### config.mk
export PLATFORM = sky130hd
export DESIGN_NAME = mfss_top
export DESIGN_NICKNAME = d
export VERILOG_FILES = /design/src/design/mfss_pkg.sv /design/src/design/mfss_sync_if.sv /design/src/design/mfss_sync.sv /design/src/design/mfss_top.sv
export SDC_FILE = /design/constraint.sdc
export NUM_CORES = 1
export LEC_CHECK = 0
export BUFFER_PORTS_ARGS = -buffer_cell sky130_fd_sc_hd__buf_2
export CORE_UTILIZATION = 49
export CTS_BUF_LIST = sky130_fd_sc_hd__clkbuf_16
export CTS_CLUSTER_DIAMETER = 200
export CTS_CLUSTER_SIZE = 10
export DETAILED_ROUTE_END_ITERATION = 16
export PLACE_DENSITY = 0.84
export SLEW_MARGIN = 20
export SYNTH_ARGS = -nofsm -noshare
export SYNTH_HDL_FRONTEND = slang
export SYNTH_SLANG_ARGS = --single-unit
### constraint.sdc
create_clock -name core_clk -period 1.7 [get_ports core_clk]
set_clock_uncertainty 0.1 [all_clocks]
set_input_delay 0.34 -clock core_clk [delete_from_list [all_inputs] [get_ports core_clk]]
set_output_delay 0.34 -clock core_clk [all_outputs]
set_load 0.05 [all_outputs]
### src/design/mfss_pkg.sv
package mfss_pkg;

    // ==========================================================================
    // register map
    // ==========================================================================
    localparam logic [7:0] MFSS_FAULT_SUBADDR   = 8'h01;
    localparam logic [7:0] MFSS_FAULT_RESET     = 8'h00;

    // ==========================================================================
    // fault status fields
    // ==========================================================================
    localparam int MFSS_BIT_CLEAR   = 7;
    localparam int MFSS_BIT_ILIM    = 4;
    localparam int MFSS_BIT_OTEMP   = 3;
    localparam int MFSS_BIT_UVOLT   = 2;
    localparam int MFSS_BIT_OCUR    = 1;
    localparam int MFSS_BIT_ANY     = 0;

    // ==========================================================================
    // timing
    // ==========================================================================
    localparam int MFSS_CLK_MHZ         = 250;
    localparam int MFSS_WAKE_PULSE_NS   = 1000;
    localparam int MFSS_WAKE_PULSE_CYC  = (MFSS_WAKE_PULSE_NS * MFSS_CLK_MHZ) / 1000;
    localparam int MFSS_ILIM_FILTER_CYC = 64;

    typedef enum logic [1:0] {
        MFSS_SLEEP,
        MFSS_ACTIVE
    } mfss_mode_t;

endpackage : mfss_pkg

### src/design/mfss_sync_if.sv
`timescale 1ns/1ps
interface mfss_sync_if;
    logic [3:0] raw;
    logic [3:0] synced;
    modport owner (output raw, input synced);
    modport sync  (input raw, output synced);
endinterface : mfss_sync_if

### src/design/mfss_sync.sv
`timescale 1ns/1ps
module mfss_sync
(
    input  wire logic   core_clk,   // core clock
    input  wire logic   reset,      // synchronous, active high
    mfss_sync_if.sync   sif         // raw pins in, synchronised out
);
    logic [3:0] stage1_ff;
    logic [3:0] stage2_ff;

    // ==========================================================================
    // two-stage synchroniser; first stage feeds only the second
    // ==========================================================================
    always_ff @(posedge core_clk)
    begin
        if (reset)
        begin
            stage1_ff <= 4'h0;
            stage2_ff <= 4'h0;
        end
        else
        begin
            stage1_ff <= sif.raw;
            stage2_ff <= stage1_ff;
        end
    end

    assign sif.synced = stage2_ff;
endmodule : mfss_sync

### src/design/mfss_top.sv
// Overview of operation
// - writing one to bit 7 of the fault register clears all fault flags
// - bit 4 set after prolonged current limiting
// - bit 3 set on over-temperature
// - bit 2 set on supply undervoltage lockout
// - bit 1 set on overcurrent event
// - bit 0 set whenever any fault flag or condition is present
// - both control bits low puts device asleep with outputs high impedance
// - either control bit high wakes device and enables the drivers unless overtemperature, undervoltage or a latched overcurrent is present
// - each wake from sleep pulses the active-low fault output low
// - sense voltage above trip threshold registers an overcurrent
// - undervoltage may resample address pins; interface may then hang
// - fault register at sub-address one, resets to zero, read and cleared
// - thermal shutdown disables bridge, drives fault low, sets flags
// - both control bits zero also clears a latched current-limit fault
`timescale 1ns/1ps
module mfss_top
    import mfss_pkg::*;
#(
    parameter int WAKE_PULSE_CYC  = mfss_pkg::MFSS_WAKE_PULSE_CYC,  // wake pulse length
    parameter int ILIM_FILTER_CYC = mfss_pkg::MFSS_ILIM_FILTER_CYC  // current-limit persistence
)
(
    input  wire logic        core_clk,          // 250 MHz core clock
    input  wire logic        reset,             // synchronous, active high
    input  wire logic [7:0]  reg_addr,          // register sub-address
    input  wire logic        reg_wr,            // one-cycle write strobe
    input  wire logic [7:0]  reg_wdata,         // write data
    input  wire logic        reg_rd,            // one-cycle read strobe
    output logic      [7:0]  reg_rdata,         // read data, valid cycle after reg_rd
    input  wire logic        bridge_ctrl_a,     // control bit a
    input  wire logic        bridge_ctrl_b,     // control bit b
    input  wire logic        sense_over_trip,   // comparator: sense pin above trip threshold
    input  wire logic        current_limiting,  // analog limiter active
    input  wire logic        overtemp_det,      // die over temperature
    input  wire logic        undervolt_det,     // supply below lockout
    output logic             bridge_en,         // bridge drivers enabled
    output logic             bridge_hiz,        // outputs high impedance
    output logic             sleep_state,       // low-power sleep
    output logic             addr_resample,     // undervoltage address resample request
    output logic             fault_alert_low_o, // open-drain pin output value (always 0)
    output logic             fault_alert_low_oe // drives pin low while high
);
    import mfss_pkg::*;

    // ==========================================================================
    // pin synchronisation
    // ==========================================================================
    mfss_sync_if sif ();
    assign sif.raw = {sense_over_trip, current_limiting, overtemp_det, undervolt_det};

    mfss_sync u_sync
    (
        .core_clk (core_clk),
        .reset    (reset),
        .sif      (sif)
    );

    wire overcur_s  = sif.synced[3];
    wire ilim_s     = sif.synced[2];
    wire overtemp_s = sif.synced[1];
    wire uv_s       = sif.synced[0];

    // ==========================================================================
    // state
    // ==========================================================================
    logic [4:0]  flags_ff;
    logic [4:0]  nxt_flags;
    mfss_mode_t  mode_ff;
    mfss_mode_t  nxt_mode;
    logic [15:0] wake_cnt_ff;
    logic [15:0] ilim_cnt_ff;
    logic        uv_prev_ff;

    wire sel_fault  = (reg_addr == MFSS_FAULT_SUBADDR);
    wire clr_write  = reg_wr && sel_fault && reg_wdata[MFSS_BIT_CLEAR];
    wire ctrl_any   = bridge_ctrl_a | bridge_ctrl_b;
    wire ilim_event = ilim_s && (ilim_cnt_ff == 16'(ILIM_FILTER_CYC - 1));
    wire cond_any   = overtemp_s | uv_s;
    wire wake       = (mode_ff == MFSS_SLEEP) && ctrl_any;

    // set terms win over the clear strobe
    always_comb
    begin
        nxt_flags = clr_write ? 5'h00 : flags_ff;
        if (!ctrl_any)
            nxt_flags[MFSS_BIT_ILIM] = 1'b0;
        if (ilim_event)
            nxt_flags[MFSS_BIT_ILIM] = 1'b1;
        if (overtemp_s)
            nxt_flags[MFSS_BIT_OTEMP] = 1'b1;
        if (uv_s)
            nxt_flags[MFSS_BIT_UVOLT] = 1'b1;
        if (overcur_s)
            nxt_flags[MFSS_BIT_OCUR] = 1'b1;
        nxt_flags[MFSS_BIT_ANY] = (|nxt_flags[4:1]) | cond_any;
        nxt_mode = ctrl_any ? MFSS_ACTIVE : MFSS_SLEEP;
    end

    always_ff @(posedge core_clk)
    begin
        if (reset)
        begin
            flags_ff    <= MFSS_FAULT_RESET[4:0];
            mode_ff     <= MFSS_SLEEP;
            wake_cnt_ff <= 16'h0000;
            ilim_cnt_ff <= 16'h0000;
            uv_prev_ff  <= 1'b0;
        end
        else
        begin
            flags_ff    <= nxt_flags;
            mode_ff     <= nxt_mode;
            wake_cnt_ff <= wake ? 16'(WAKE_PULSE_CYC)
                         : (wake_cnt_ff != 16'h0000) ? wake_cnt_ff - 16'h0001 : 16'h0000;
            ilim_cnt_ff <= (!ilim_s || ilim_event) ? 16'h0000 : ilim_cnt_ff + 16'h0001;
            uv_prev_ff  <= uv_s;
        end
    end

    // ==========================================================================
    // outputs, all registered
    // ==========================================================================
    wire hard_fault = overtemp_s | uv_s | flags_ff[MFSS_BIT_OCUR];

    always_ff @(posedge core_clk)
    begin
        if (reset)
        begin
            reg_rdata          <= 8'h00;
            bridge_en          <= 1'b0;
            bridge_hiz         <= 1'b1;
            sleep_state        <= 1'b1;
            addr_resample      <= 1'b0;
            fault_alert_low_o  <= 1'b0;
            fault_alert_low_oe <= 1'b0;
        end
        else
        begin
            // clear bit and bits 6..5 always read zero
            reg_rdata          <= (reg_rd && sel_fault) ? {3'b000, flags_ff} : 8'h00;
            bridge_en          <= ctrl_any && !hard_fault;
            bridge_hiz         <= !ctrl_any || hard_fault;
            sleep_state        <= !ctrl_any;
            addr_resample      <= uv_s && !uv_prev_ff;
            fault_alert_low_o  <= 1'b0;
            fault_alert_low_oe <= wake || (wake_cnt_ff > 16'h0001) || flags_ff[MFSS_BIT_ANY];
        end
    end

    // ==========================================================================
    // checks
    // ==========================================================================
    property p_clear;
        @(posedge core_clk) disable iff (reset)
        clr_write && !ilim_event && !overtemp_s && !uv_s && !overcur_s |=> flags_ff == 5'h00;
    endproperty
    a_clear: assert property (p_clear) else $error("clear write did not clear flags");

    // bridge drop is judged on the next edge only; the bridge may resume once the heat is gone
    property p_overtemp;
        @(posedge core_clk) disable iff (reset)
        overtemp_s |=> flags_ff[MFSS_BIT_OTEMP] && flags_ff[MFSS_BIT_ANY] && !bridge_en;
    endproperty
    a_overtemp: assert property (p_overtemp) else $error("overtemp not flagged");

    property p_uv;
        @(posedge core_clk) disable iff (reset)
        uv_s |=> flags_ff[MFSS_BIT_UVOLT];
    endproperty
    a_uv: assert property (p_uv) else $error("undervoltage not flagged");

    property p_overcur;
        @(posedge core_clk) disable iff (reset)
        $rose(sense_over_trip) |-> ##3 flags_ff[MFSS_BIT_OCUR];
    endproperty
    a_overcur: assert property (p_overcur) else $error("overcurrent not flagged");

    property p_any;
        @(posedge core_clk) disable iff (reset)
        (|flags_ff[4:1]) |-> flags_ff[MFSS_BIT_ANY];
    endproperty
    a_any: assert property (p_any) else $error("summary flag missing");

    property p_sleep;
        @(posedge core_clk) disable iff (reset)
        !bridge_ctrl_a && !bridge_ctrl_b |=> sleep_state && bridge_hiz && !bridge_en;
    endproperty
    a_sleep: assert property (p_sleep) else $error("sleep not entered");

    property p_wake;
        @(posedge core_clk) disable iff (reset)
        wake |=> !sleep_state && fault_alert_low_oe ##1 fault_alert_low_oe;
    endproperty
    a_wake: assert property (p_wake) else $error("no wake pulse");

    property p_ilim_clr;
        @(posedge core_clk) disable iff (reset)
        !bridge_ctrl_a && !bridge_ctrl_b && !ilim_event |=> !flags_ff[MFSS_BIT_ILIM];
    endproperty
    a_ilim_clr: assert property (p_ilim_clr) else $error("current limit flag not cleared");

    property p_rd;
        @(posedge core_clk) disable iff (reset)
        ##1 reg_rdata[7:5] == 3'b000;
    endproperty
    a_rd: assert property (p_rd) else $error("unused bits not zero");

    property p_ilim;
        @(posedge core_clk) disable iff (reset)
        ilim_event |=> flags_ff[MFSS_BIT_ILIM];
    endproperty
    a_ilim: assert property (p_ilim) else $error("current limit not flagged");

    property p_en;
        @(posedge core_clk) disable iff (reset)
        bridge_ctrl_a && !overtemp_s && !uv_s && !flags_ff[MFSS_BIT_OCUR] |=> bridge_en;
    endproperty
    a_en: assert property (p_en) else $error("bridge not enabled");

    c_wake:  cover property (@(posedge core_clk) disable iff (reset) wake);
    c_clear: cover property (@(posedge core_clk) disable iff (reset) clr_write && flags_ff != 5'h00);
    c_ilim:  cover property (@(posedge core_clk) disable iff (reset) ilim_event);
    c_overtemp: cover property (@(posedge core_clk) disable iff (reset) overtemp_s && bridge_ctrl_a);

endmodule : mfss_top

* Yosys cells after proc, flatten, opt, wreduce, memory -nomap -nowiden
Cells that the tools add are included. W data, S select, Z words.
Storage, ports and cells: register bits after elaboration 61, input bits 26, word-level logic and storage cells 56
Operators by class: add/subtract/negate cells 2, magnitude comparators 1, equal/unequal tests 2, multiplexer cells 9, bitwise operators 6, reduce and logical (&&, ||, !) cells 21
Operator list (count):
- $add A16 B1 Y16 const B | 1
- $eq A16 B6 Y1 const B | 1
- $gt A16 B1 Y1 const B | 1
- $mux W8 | 2
- $reduce_bool A16 Y1 | 1
- $sub A16 B1 Y16 const B | 1
- $eq A8 B1 Y1 const B | 1
- $logic_and A1 B1 Y1 | 7
- $mux W1 | 6
- $mux W5 | 1
- $logic_not A1 Y1 | 4
- $logic_or A1 B1 Y1 | 4
- $or A1 B1 Y1 | 4
- $reduce_or A2 Y1 | 2
- $reduce_or A4 Y1 | 1
- $reduce_or A3 Y1 | 1
- $logic_not A2 Y1 | 1
- $not A1 Y1 | 2

* Longest topological paths before layout
Gate-level depths: netlist of run 1.
word-level depth 8, gate-level depth with buffers 7

* Cells and area by module
Synthesis of run 1 repeated with hierarchy kept, for this count alone.
Unflattened totals: cells, all modules 237, area total of the unflattened synthesis 2268.4 µm²
Modules (own cells, without submodules):
- mfss_top | times used 1, cells an instance 221, area an instance 2058.2 µm², sequential area each 980.9 µm²
- mfss_sync | times used 1, cells an instance 16, area an instance 210.2 µm², sequential area each 160.2 µm²

* Least setup slack after synthesis of run 1
Ideal clock, no wire load.
kind register to register, start point register wake_cnt_ff[0], end point register wake_cnt_ff[8], setup time 0.115 ns, arrival 1.476 ns, required time 1.485 ns, setup slack 0.009 ns, cell stages (with the launch flop) 7, period minus slack after synthesis 1.691 ns, cells stage by stage dfxtp_1 inv_1 ha_1 or4b_1 nor4_1 xnor2_1 nor2_1
Between the ends: word-level cells in the longest chain between the ends 3, elaborated cells on any way between the ends 4
Ends and longest elaborated chain:
- from (decl) | line mfss_top.sv:71 | logic [15:0] wake_cnt_ff;
- from (signal assigned) | line mfss_top.sv:114 | wake_cnt_ff <= wake ? 16'(WAKE_PULSE_CYC)
- parallel branches: the longest is 3 deep, another holds $sub A16 B1 Y16
Several ways; the timed one is not identified. A chain may end at the register's enable or synchronous reset.

* Worst setup path in the final report of run 1
start point register wake_cnt_ff[13], end point register wake_cnt_ff[10]
Between the ends: word-level cells in the longest chain between the ends 3
Ends and longest elaborated chain:
- $reduce_bool A16 Y1 | line mfss_top.sv:115 | : (wake_cnt_ff != 16'h0000) ? wake_cnt_ff - 16'h0001 : 16'h0000;
- $not A1 Y1 (no line)
- $reduce_or A3 Y1 (no line)
No other way between the ends.

==> results of run 1 <==
[path summary, 6_finish.rpt]
check	from	to	slack [ns]	cells after the start
max	wake_cnt_ff[13]	wake_cnt_ff[10]	-0.05	5
min	undervolt_det	u_sync.stage1_ff[0]	0.13	2
max reg2reg	wake_cnt_ff[13]	wake_cnt_ff[10]	-0.05	5
min reg2reg	uv_prev_ff	addr_resample	0.29	1
[synthesized netlist by cell type (all sizes together)]
library cell / number / area [um2]
nor3: 8 / 45.0
nand2b: 1 / 6.26
or3: 2 / 12.5
a21boi: 1 / 7.51
o41ai: 1 / 8.76
nor4b: 2 / 17.5
o21ai: 7 / 35.0
nand4b: 1 / 8.76
a32o: 1 / 10.0
a31o: 1 / 8.76
or4: 4 / 33.8
buf: 6 / 42.5
nor2b: 11 / 68.8
nand3: 7 / 35.0
nand4: 8 / 65.1
inv: 5 / 18.8
xor2: 15 / 131
a311o: 1 / 10.0
nor3b: 3 / 27.5
conb: 1 / 3.75
and2: 6 / 37.5
and3: 1 / 6.26
nand3b: 1 / 7.51
o31ai: 3 / 22.5
nor2: 34 / 128
and4b: 1 / 10.0
and4: 4 / 35.0
nand2: 9 / 33.8
nor4: 6 / 52.6
a41oi: 1 / 8.76
ha: 4 / 50.1
or4b: 1 / 10.0
or2: 1 / 6.26
a21oi: 8 / 43.8
dfxtp: 57 / 1140
clkbuf: 5 / 18.8
xnor2: 8 / 70.1
[sequential cells by signal, indices dropped and copies added (netlist names)]
name                flops
ilim_cnt_ff            16
wake_cnt_ff            16
flags_ff                5
reg_rdata               5
u_sync.sif.synced       4
u_sync.stage1_ff        4
addr_resample           1
bridge_en               1
bridge_hiz              1
fault_alert_low_oe      1
mode_ff                 1
sleep_state             1
uv_prev_ff              1
[layout by cell type (no fill, tap or decap), drive strengths merged, types with 2 or more instances in the layout]
master	count
xnor2	8
conb	4
nor2	34
nor2b	11
clkinv	5
nand4	8
nor4b	2
buf	55
nor4	6
xor2	15
nand2	9
ha	4
or4	4
nor3b	3
dfxtp	57
and2	6
clkbuf	9
o31ai	3
or3	2
and4	4
a21oi	8
o21ai	7
nand3	7
inv	6
nor3	8
[what timing repair did]
| item | in CTS | in global routing |
|---|---|---|
| pin swaps | 12 | 4 |
| resized for setup | 8 | 8 |
| setup buffers | 1 | 0 |
| endpoints found under the setup margin | 15 | 32 |
[worst reg2reg max path, cell delays in order, from the launching register on]
cell and delay, ns:
dfxtp_1 0.30, or4_4 0.55, nor3b_4 0.22, a311o_1 0.26, buf_6 0.16, nor2_2 0.05
[report_power, final]
group	internal, W	switching, W
Combinational	0.000240	0.000270
Clock	0.00112	0.000573
Sequential	0.00141	0.0000744
Total	0.00277	0.000918
[through the flow]
stage                     hold slack (ns)  area [um2]  util (%)
after floorplan                     0.267        2290         -
after global placement              0.276        2640      59.8
after detailed placement            0.295        2640      59.8
after CTS                           0.127        2970      67.3
after global routing                0.131        3000      67.9
final                               0.132        3000      67.9
[layer usage]
| layer | GRT usage, % | vias up | wire length, um |
|---|---|---|---|
| li1 | - | 931 | - |
| met1 | 21.7 | 844 | 1980 |
| met2 | 36.9 | 33 | 2450 |
| met3 | 5.63 | 9 | 127 |
| met4 | 14.0 | 0 | 103 |
| met5 | 0 | - | 0 |
[layout make-up]
| class | instances | area (um2) | share of cell area (%) |
|---|---|---|---|
| Tap cell | 52 | 65.1 | 2.17 |
| Clock inverter | 7 | 62.6 | 2.09 |
| Inverter | 5 | 18.8 | 0.626 |
| Multi-Input combinational cell | 166 | 1120 | 37.5 |
| Clock buffer | 9 | 225 | 7.51 |
| Sequential cell | 57 | 1140 | 38.1 |
| Timing Repair Buffer | 55 | 359 | 12.0 |
[kinds of logic after synthesis]
| kind of cell | synth area share [%] |
|---|---|
| other | 0.165 |
| xor gates and xnor gates | 8.84 |
| and+or+nand+nor | 28.4 |
| buffers and inverters | 3.51 |
| AOI/OAI and AO/OA | 6.81 |
| adders and majority gates | 2.20 |
| DFF | 50.1 |
==> flow_summary.toml, run 1 <==
[run_status]
status = "complete, but fails checks"
violations = "setup timing"

[run]
drv_cap = 0

[floorplanning]
initial_utilization_pct = 51.6
io_pins = 40
rows = 24
die_h_um = 70.2
dieArea_um2 = 4930
die_w_um = 70.2
core_um2 = 4410

[placement]
place.gp.congestion = 0.801
pre_cts_ws_ns = -0.0900
port-buffer-count = 28
dp_hpwl_um = 3160
dp_cells = 334

[logic_synthesis]
ys_ff_latch = 57
yosysSeqAreaShare_pct = 50.1
syn_inst = 236
synth.avg_cell_area_um2 = 9.65
syn-cell-area_um2 = 2280
synth_cell_types = 45
yosysWarnings = 0

[detailed_routing]
wire_per_inst_um = 13.3
drt_iter0_markers = 103
wirelength_um = 4660
first_pass_iters = 4
ant_nets = 0
drt-vias-per-instance = 5.18
drc = 0
vias = 1817

[setup_path]
critPathTopFamily = "simple AND/OR/NAND/NOR gates"
slowest_delay_ns = 0.55
end_kind = "flop"
startpoint_type = "flop"
crit_buf_inv = 1
path_class = "reg -> reg"
crit_slowest_cell = "or4_4"
worst-endpoint-arrival_ns = 1.85
cp.required_ns = 1.80
worstPathCellList = "or4_4 -> nor3b_4 -> a311o_1 -> buf_6 -> nor2_2"
crit_fanout = 7

[global_routing]
grtUsageTotal_pct = 21.0
antenna_found_initial = 0
first_global_vias = 1919
grt_first_pass_wirelength_um = 7910
grt_max_degree = 16
grt_overflow = 0

[clock_tree]
htree_levels = 3
cts.sinks = 57
clkTransAtPathRegs_ns = 0.05
numCtsBuffers = 9
cts_hold_buf = 0
cts_tree = "built"
ctsRootBufferMaster = "clkbuf_16"
cts.path.max_buffers = 2
insertion_delay_ns = 0.32

[sta]
fin_crit_sh_pct = 103
fin_tns_setup_ns = -0.387
setup_viol = 12
rsz0062_at_grt = "yes"
fmax_mhz = 573
fin_crit_ns = 1.75
worst_slack_ns = -0.0456
finalHoldViolCount = 0
final_max_slew_viol_count = 0

[layout]
fill_cells = 315
syn_to_final_growth_pct = 31.6
n_antenna_cell = 0
fin_nets = 324
layout-drive-gt1-share_pct = 30.1
layout.cells.non_filler = 351

[worst_hold_path]
min_path_type = "in -> reg"

[pwr]
p_total_w = 0.00368
peakVddDrop_v = 0.00102
leakagePower_nw = 1.22
power_density_nw_per_um2 = 1230
Power figures use the tool's default switching activity.
==> run 2: changes to the inputs <==
--- a/config.mk
+++ b/config.mk
@@ -6,13 +6,14 @@
 export NUM_CORES = 1
 export LEC_CHECK = 0
 export BUFFER_PORTS_ARGS = -buffer_cell sky130_fd_sc_hd__buf_2
-export CORE_UTILIZATION = 49
+export CORE_UTILIZATION = 50
 export CTS_BUF_LIST = sky130_fd_sc_hd__clkbuf_16
 export CTS_CLUSTER_DIAMETER = 200
 export CTS_CLUSTER_SIZE = 10
 export DETAILED_ROUTE_END_ITERATION = 16
-export PLACE_DENSITY = 0.84
+export PLACE_DENSITY = 0.83
 export SLEW_MARGIN = 20
 export SYNTH_ARGS = -nofsm -noshare
 export SYNTH_HDL_FRONTEND = slang
+export SYNTH_HIERARCHICAL = 1
 export SYNTH_SLANG_ARGS = --single-unit
==> constraint.sdc (replaced) <==
create_clock -name core_clk -period 2 [get_ports core_clk]
set_clock_uncertainty 0.1 [all_clocks]
set_input_delay 0.4 -clock core_clk [delete_from_list [all_inputs] [get_ports core_clk]]
set_output_delay 0.4 -clock core_clk [all_outputs]
set_load 0.05 [all_outputs]
==> run 2 against run 1 <==
Area after synthesis shrank 0.44%. Largest power group unchanged. Largest cell class unchanged. Wire length shrank 14%. Hold slack gained 0.055 ns. Core utilization shrank 3.4 points. The run now ends clean. Non-clock buffer count shrank 17. Critical endpoint is now ilim_cnt_ff[2].
==> flow_summary.toml, run 2 <==
[run_status]
status = "finished, final reports clean"

[layout]
fill_cells = 343
stdcell_area_um2 = 2810
layout-drive-gt1-share_pct = 21.3
syn_to_final_growth_pct = 23.9
n_antenna_cell = 0
final_common_cell = "dfxtp_1"
top_regs = "ilim_cnt_ff: 16 flops, wake_cnt_ff: 16 flops"
most-common-layout-cells = "57 x dfxtp_1, 38 x nor2_1, 28 x buf_2"
fin_nets = 311

[clock_tree]
post-cts-setup-buffers = 0
clkTransAtPathRegs_ns = 0.05
ctsRootBufferMaster = "clkbuf_16"
htree_levels = 3
cts.sinks = 57
cts.path.max_buffers = 2
cts_tree = "built"
numCtsBuffers = 9
cts_hold_buf = 0
insertion_delay_ns = 0.32
postCtsResizedCells = 0

[logic_synthesis]
yosysWarnings = 6
async_flop_share_pct = 0
ys_ff_latch = 57
syn-cell-area_um2 = 2270
synth.avg_cell_area_um2 = 9.57
yosysSeqAreaShare_pct = 50.3
synth_edf_count = 0
synth_cell_types = 41
ys.flop_type = "dfxtp_1"
syn_inst = 237
ys_top_cells_by_count = "57 x dfxtp_1, 38 x nor2_1, 16 x xnor2_1"
synth.area.top_cells = "dfxtp_1 50%, nor2_1 6.3%, xnor2_1 6.2%, xor2_1 3.5%, nor2b_1 2.8%"
yosysMostFrequentCell = "dfxtp_1"
post-synth-top-area-cell = "dfxtp_1"
yosysTopAreaCellShare_pct = 50.3

[setup_path]
end_kind = "flop"
reg2reg_depth = 5
slowest_delay_ns = 0.52
cp.required_ns = 2.11
crit_slowest_cell = "or4_1"
worstPathCellList = "or4_1 -> nor4_2 -> or3b_1 -> buf_12 -> nor2_1"
path_class = "reg -> reg"
crit_fanout = 16
cp.depth = 5
worst-endpoint-arrival_ns = 1.99
crit_buf_inv = 1
critPathTopFamily = "simple AND/OR/NAND/NOR gates"
startpoint_type = "flop"

[sta]
fmax_mhz = 534
worst_slack_ns = 0.126
final_max_slew_viol_count = 0
fin_crit_ns = 1.87
finalHoldViolCount = 0
fin_crit_sh_pct = 93.7
fin_tns_setup_ns = 0
setup_viol = 0

[floorplanning]
initial_utilization_pct = 52.1
io_pins = 40
die_h_um = 69.4
core_um2 = 4350
rows = 24
die_w_um = 69.4
dieArea_um2 = 4810

[global_routing]
grt_first_pass_wirelength_um = 7040
antenna_found_initial = 0
grt_overflow = 0
first_global_vias = 1645
grtUsageTotal_pct = 18.7
grt_max_degree = 17

[detailed_routing]
drc = 0
drt_iter0_markers = 85
wirelength_um = 4030
first_pass_iters = 4
drt-vias-per-instance = 5.12
wire_per_inst_um = 11.9
vias = 1731
ant_nets = 0

[placement]
port-buffer-count = 28
dpl_cell_area_um2 = 2500
dp_hpwl_um = 2710
pre_cts_ws_ns = 0.102
place.gp.congestion = 0.819

[pwr]
leakagePower_nw = 1.10
peakVddDrop_v = 0.000578
power_density_nw_per_um2 = 1110

[run]
drv_cap = 0

[worst_hold_path]
whs_path_depth = 2
min_path_type = "in -> reg"
[run 2: logic make-up after synthesis]
group,Yosys count,synth area share (%)
simple gates,112,27.1
flops,57,50.3
other cells,1,0.165
xor+xnor,25,9.65
fa+ha+maj,4,2.21
compound gates,21,5.85
buf+inv,17,4.69
[run 2: report_power, final]
| part | internal, W | switching [W] |
|---|---|---|
| Combinational | 0.000154 | 0.000191 |
| Clock | 0.000972 | 0.000534 |
| Sequential | 0.00120 | 0.0000583 |
[run 2: through the flow]
step	utilization, %	hold slack (ns)	instances	total power (W)
6_report	64.5	0.187	338	0.00311
5_1_grt	64.5	0.186	338	0.00324
4_1_cts	64.4	0.181	338	0.00313
3_5_place_dp	57.4	0.295	322	0.00162
3_3_place_gp	57.4	0.271	322	0.00160
2_1_floorplan	-	0.267	240	0.00151
[run 2: final timing paths]
path | from | end | slack, ns
max reg2reg | ilim_cnt_ff[8] | ilim_cnt_ff[2] | 0.13
max | ilim_cnt_ff[8] | ilim_cnt_ff[2] | 0.13
min | undervolt_det | u_sync/stage1_ff[0] | 0.19
min reg2reg | uv_prev_ff | addr_resample | 0.30
[run 2: metal layers]
metal  up-vias  part of all wire (%)  global-route usage (%)
li1        897                     -                       -
met1       785                    47                    22.9
met2        36                    45                    28.6
met3        13                   4.6                    6.10
met4         0                   2.9                    11.6
met5         -                     0                       0
[run 2: area by class of cell]
cell class	count	area [um2]	area share, %
clock buffer	9	225	8.01
clock inverter	7	80.1	2.85
inverter	9	33.8	1.20
multi-input combinational	166	1040	36.9
sequential	57	1140	40.6
tap	52	65.1	2.32
timing repair buffer	38	228	8.10
[run 2: worst register-to-register path: stages, from the launching register on]
cell     delay, ns
dfxtp_1       0.34
or4_1         0.52
nor4_2        0.38
or3b_1        0.21
buf_12        0.15
nor2_1        0.06
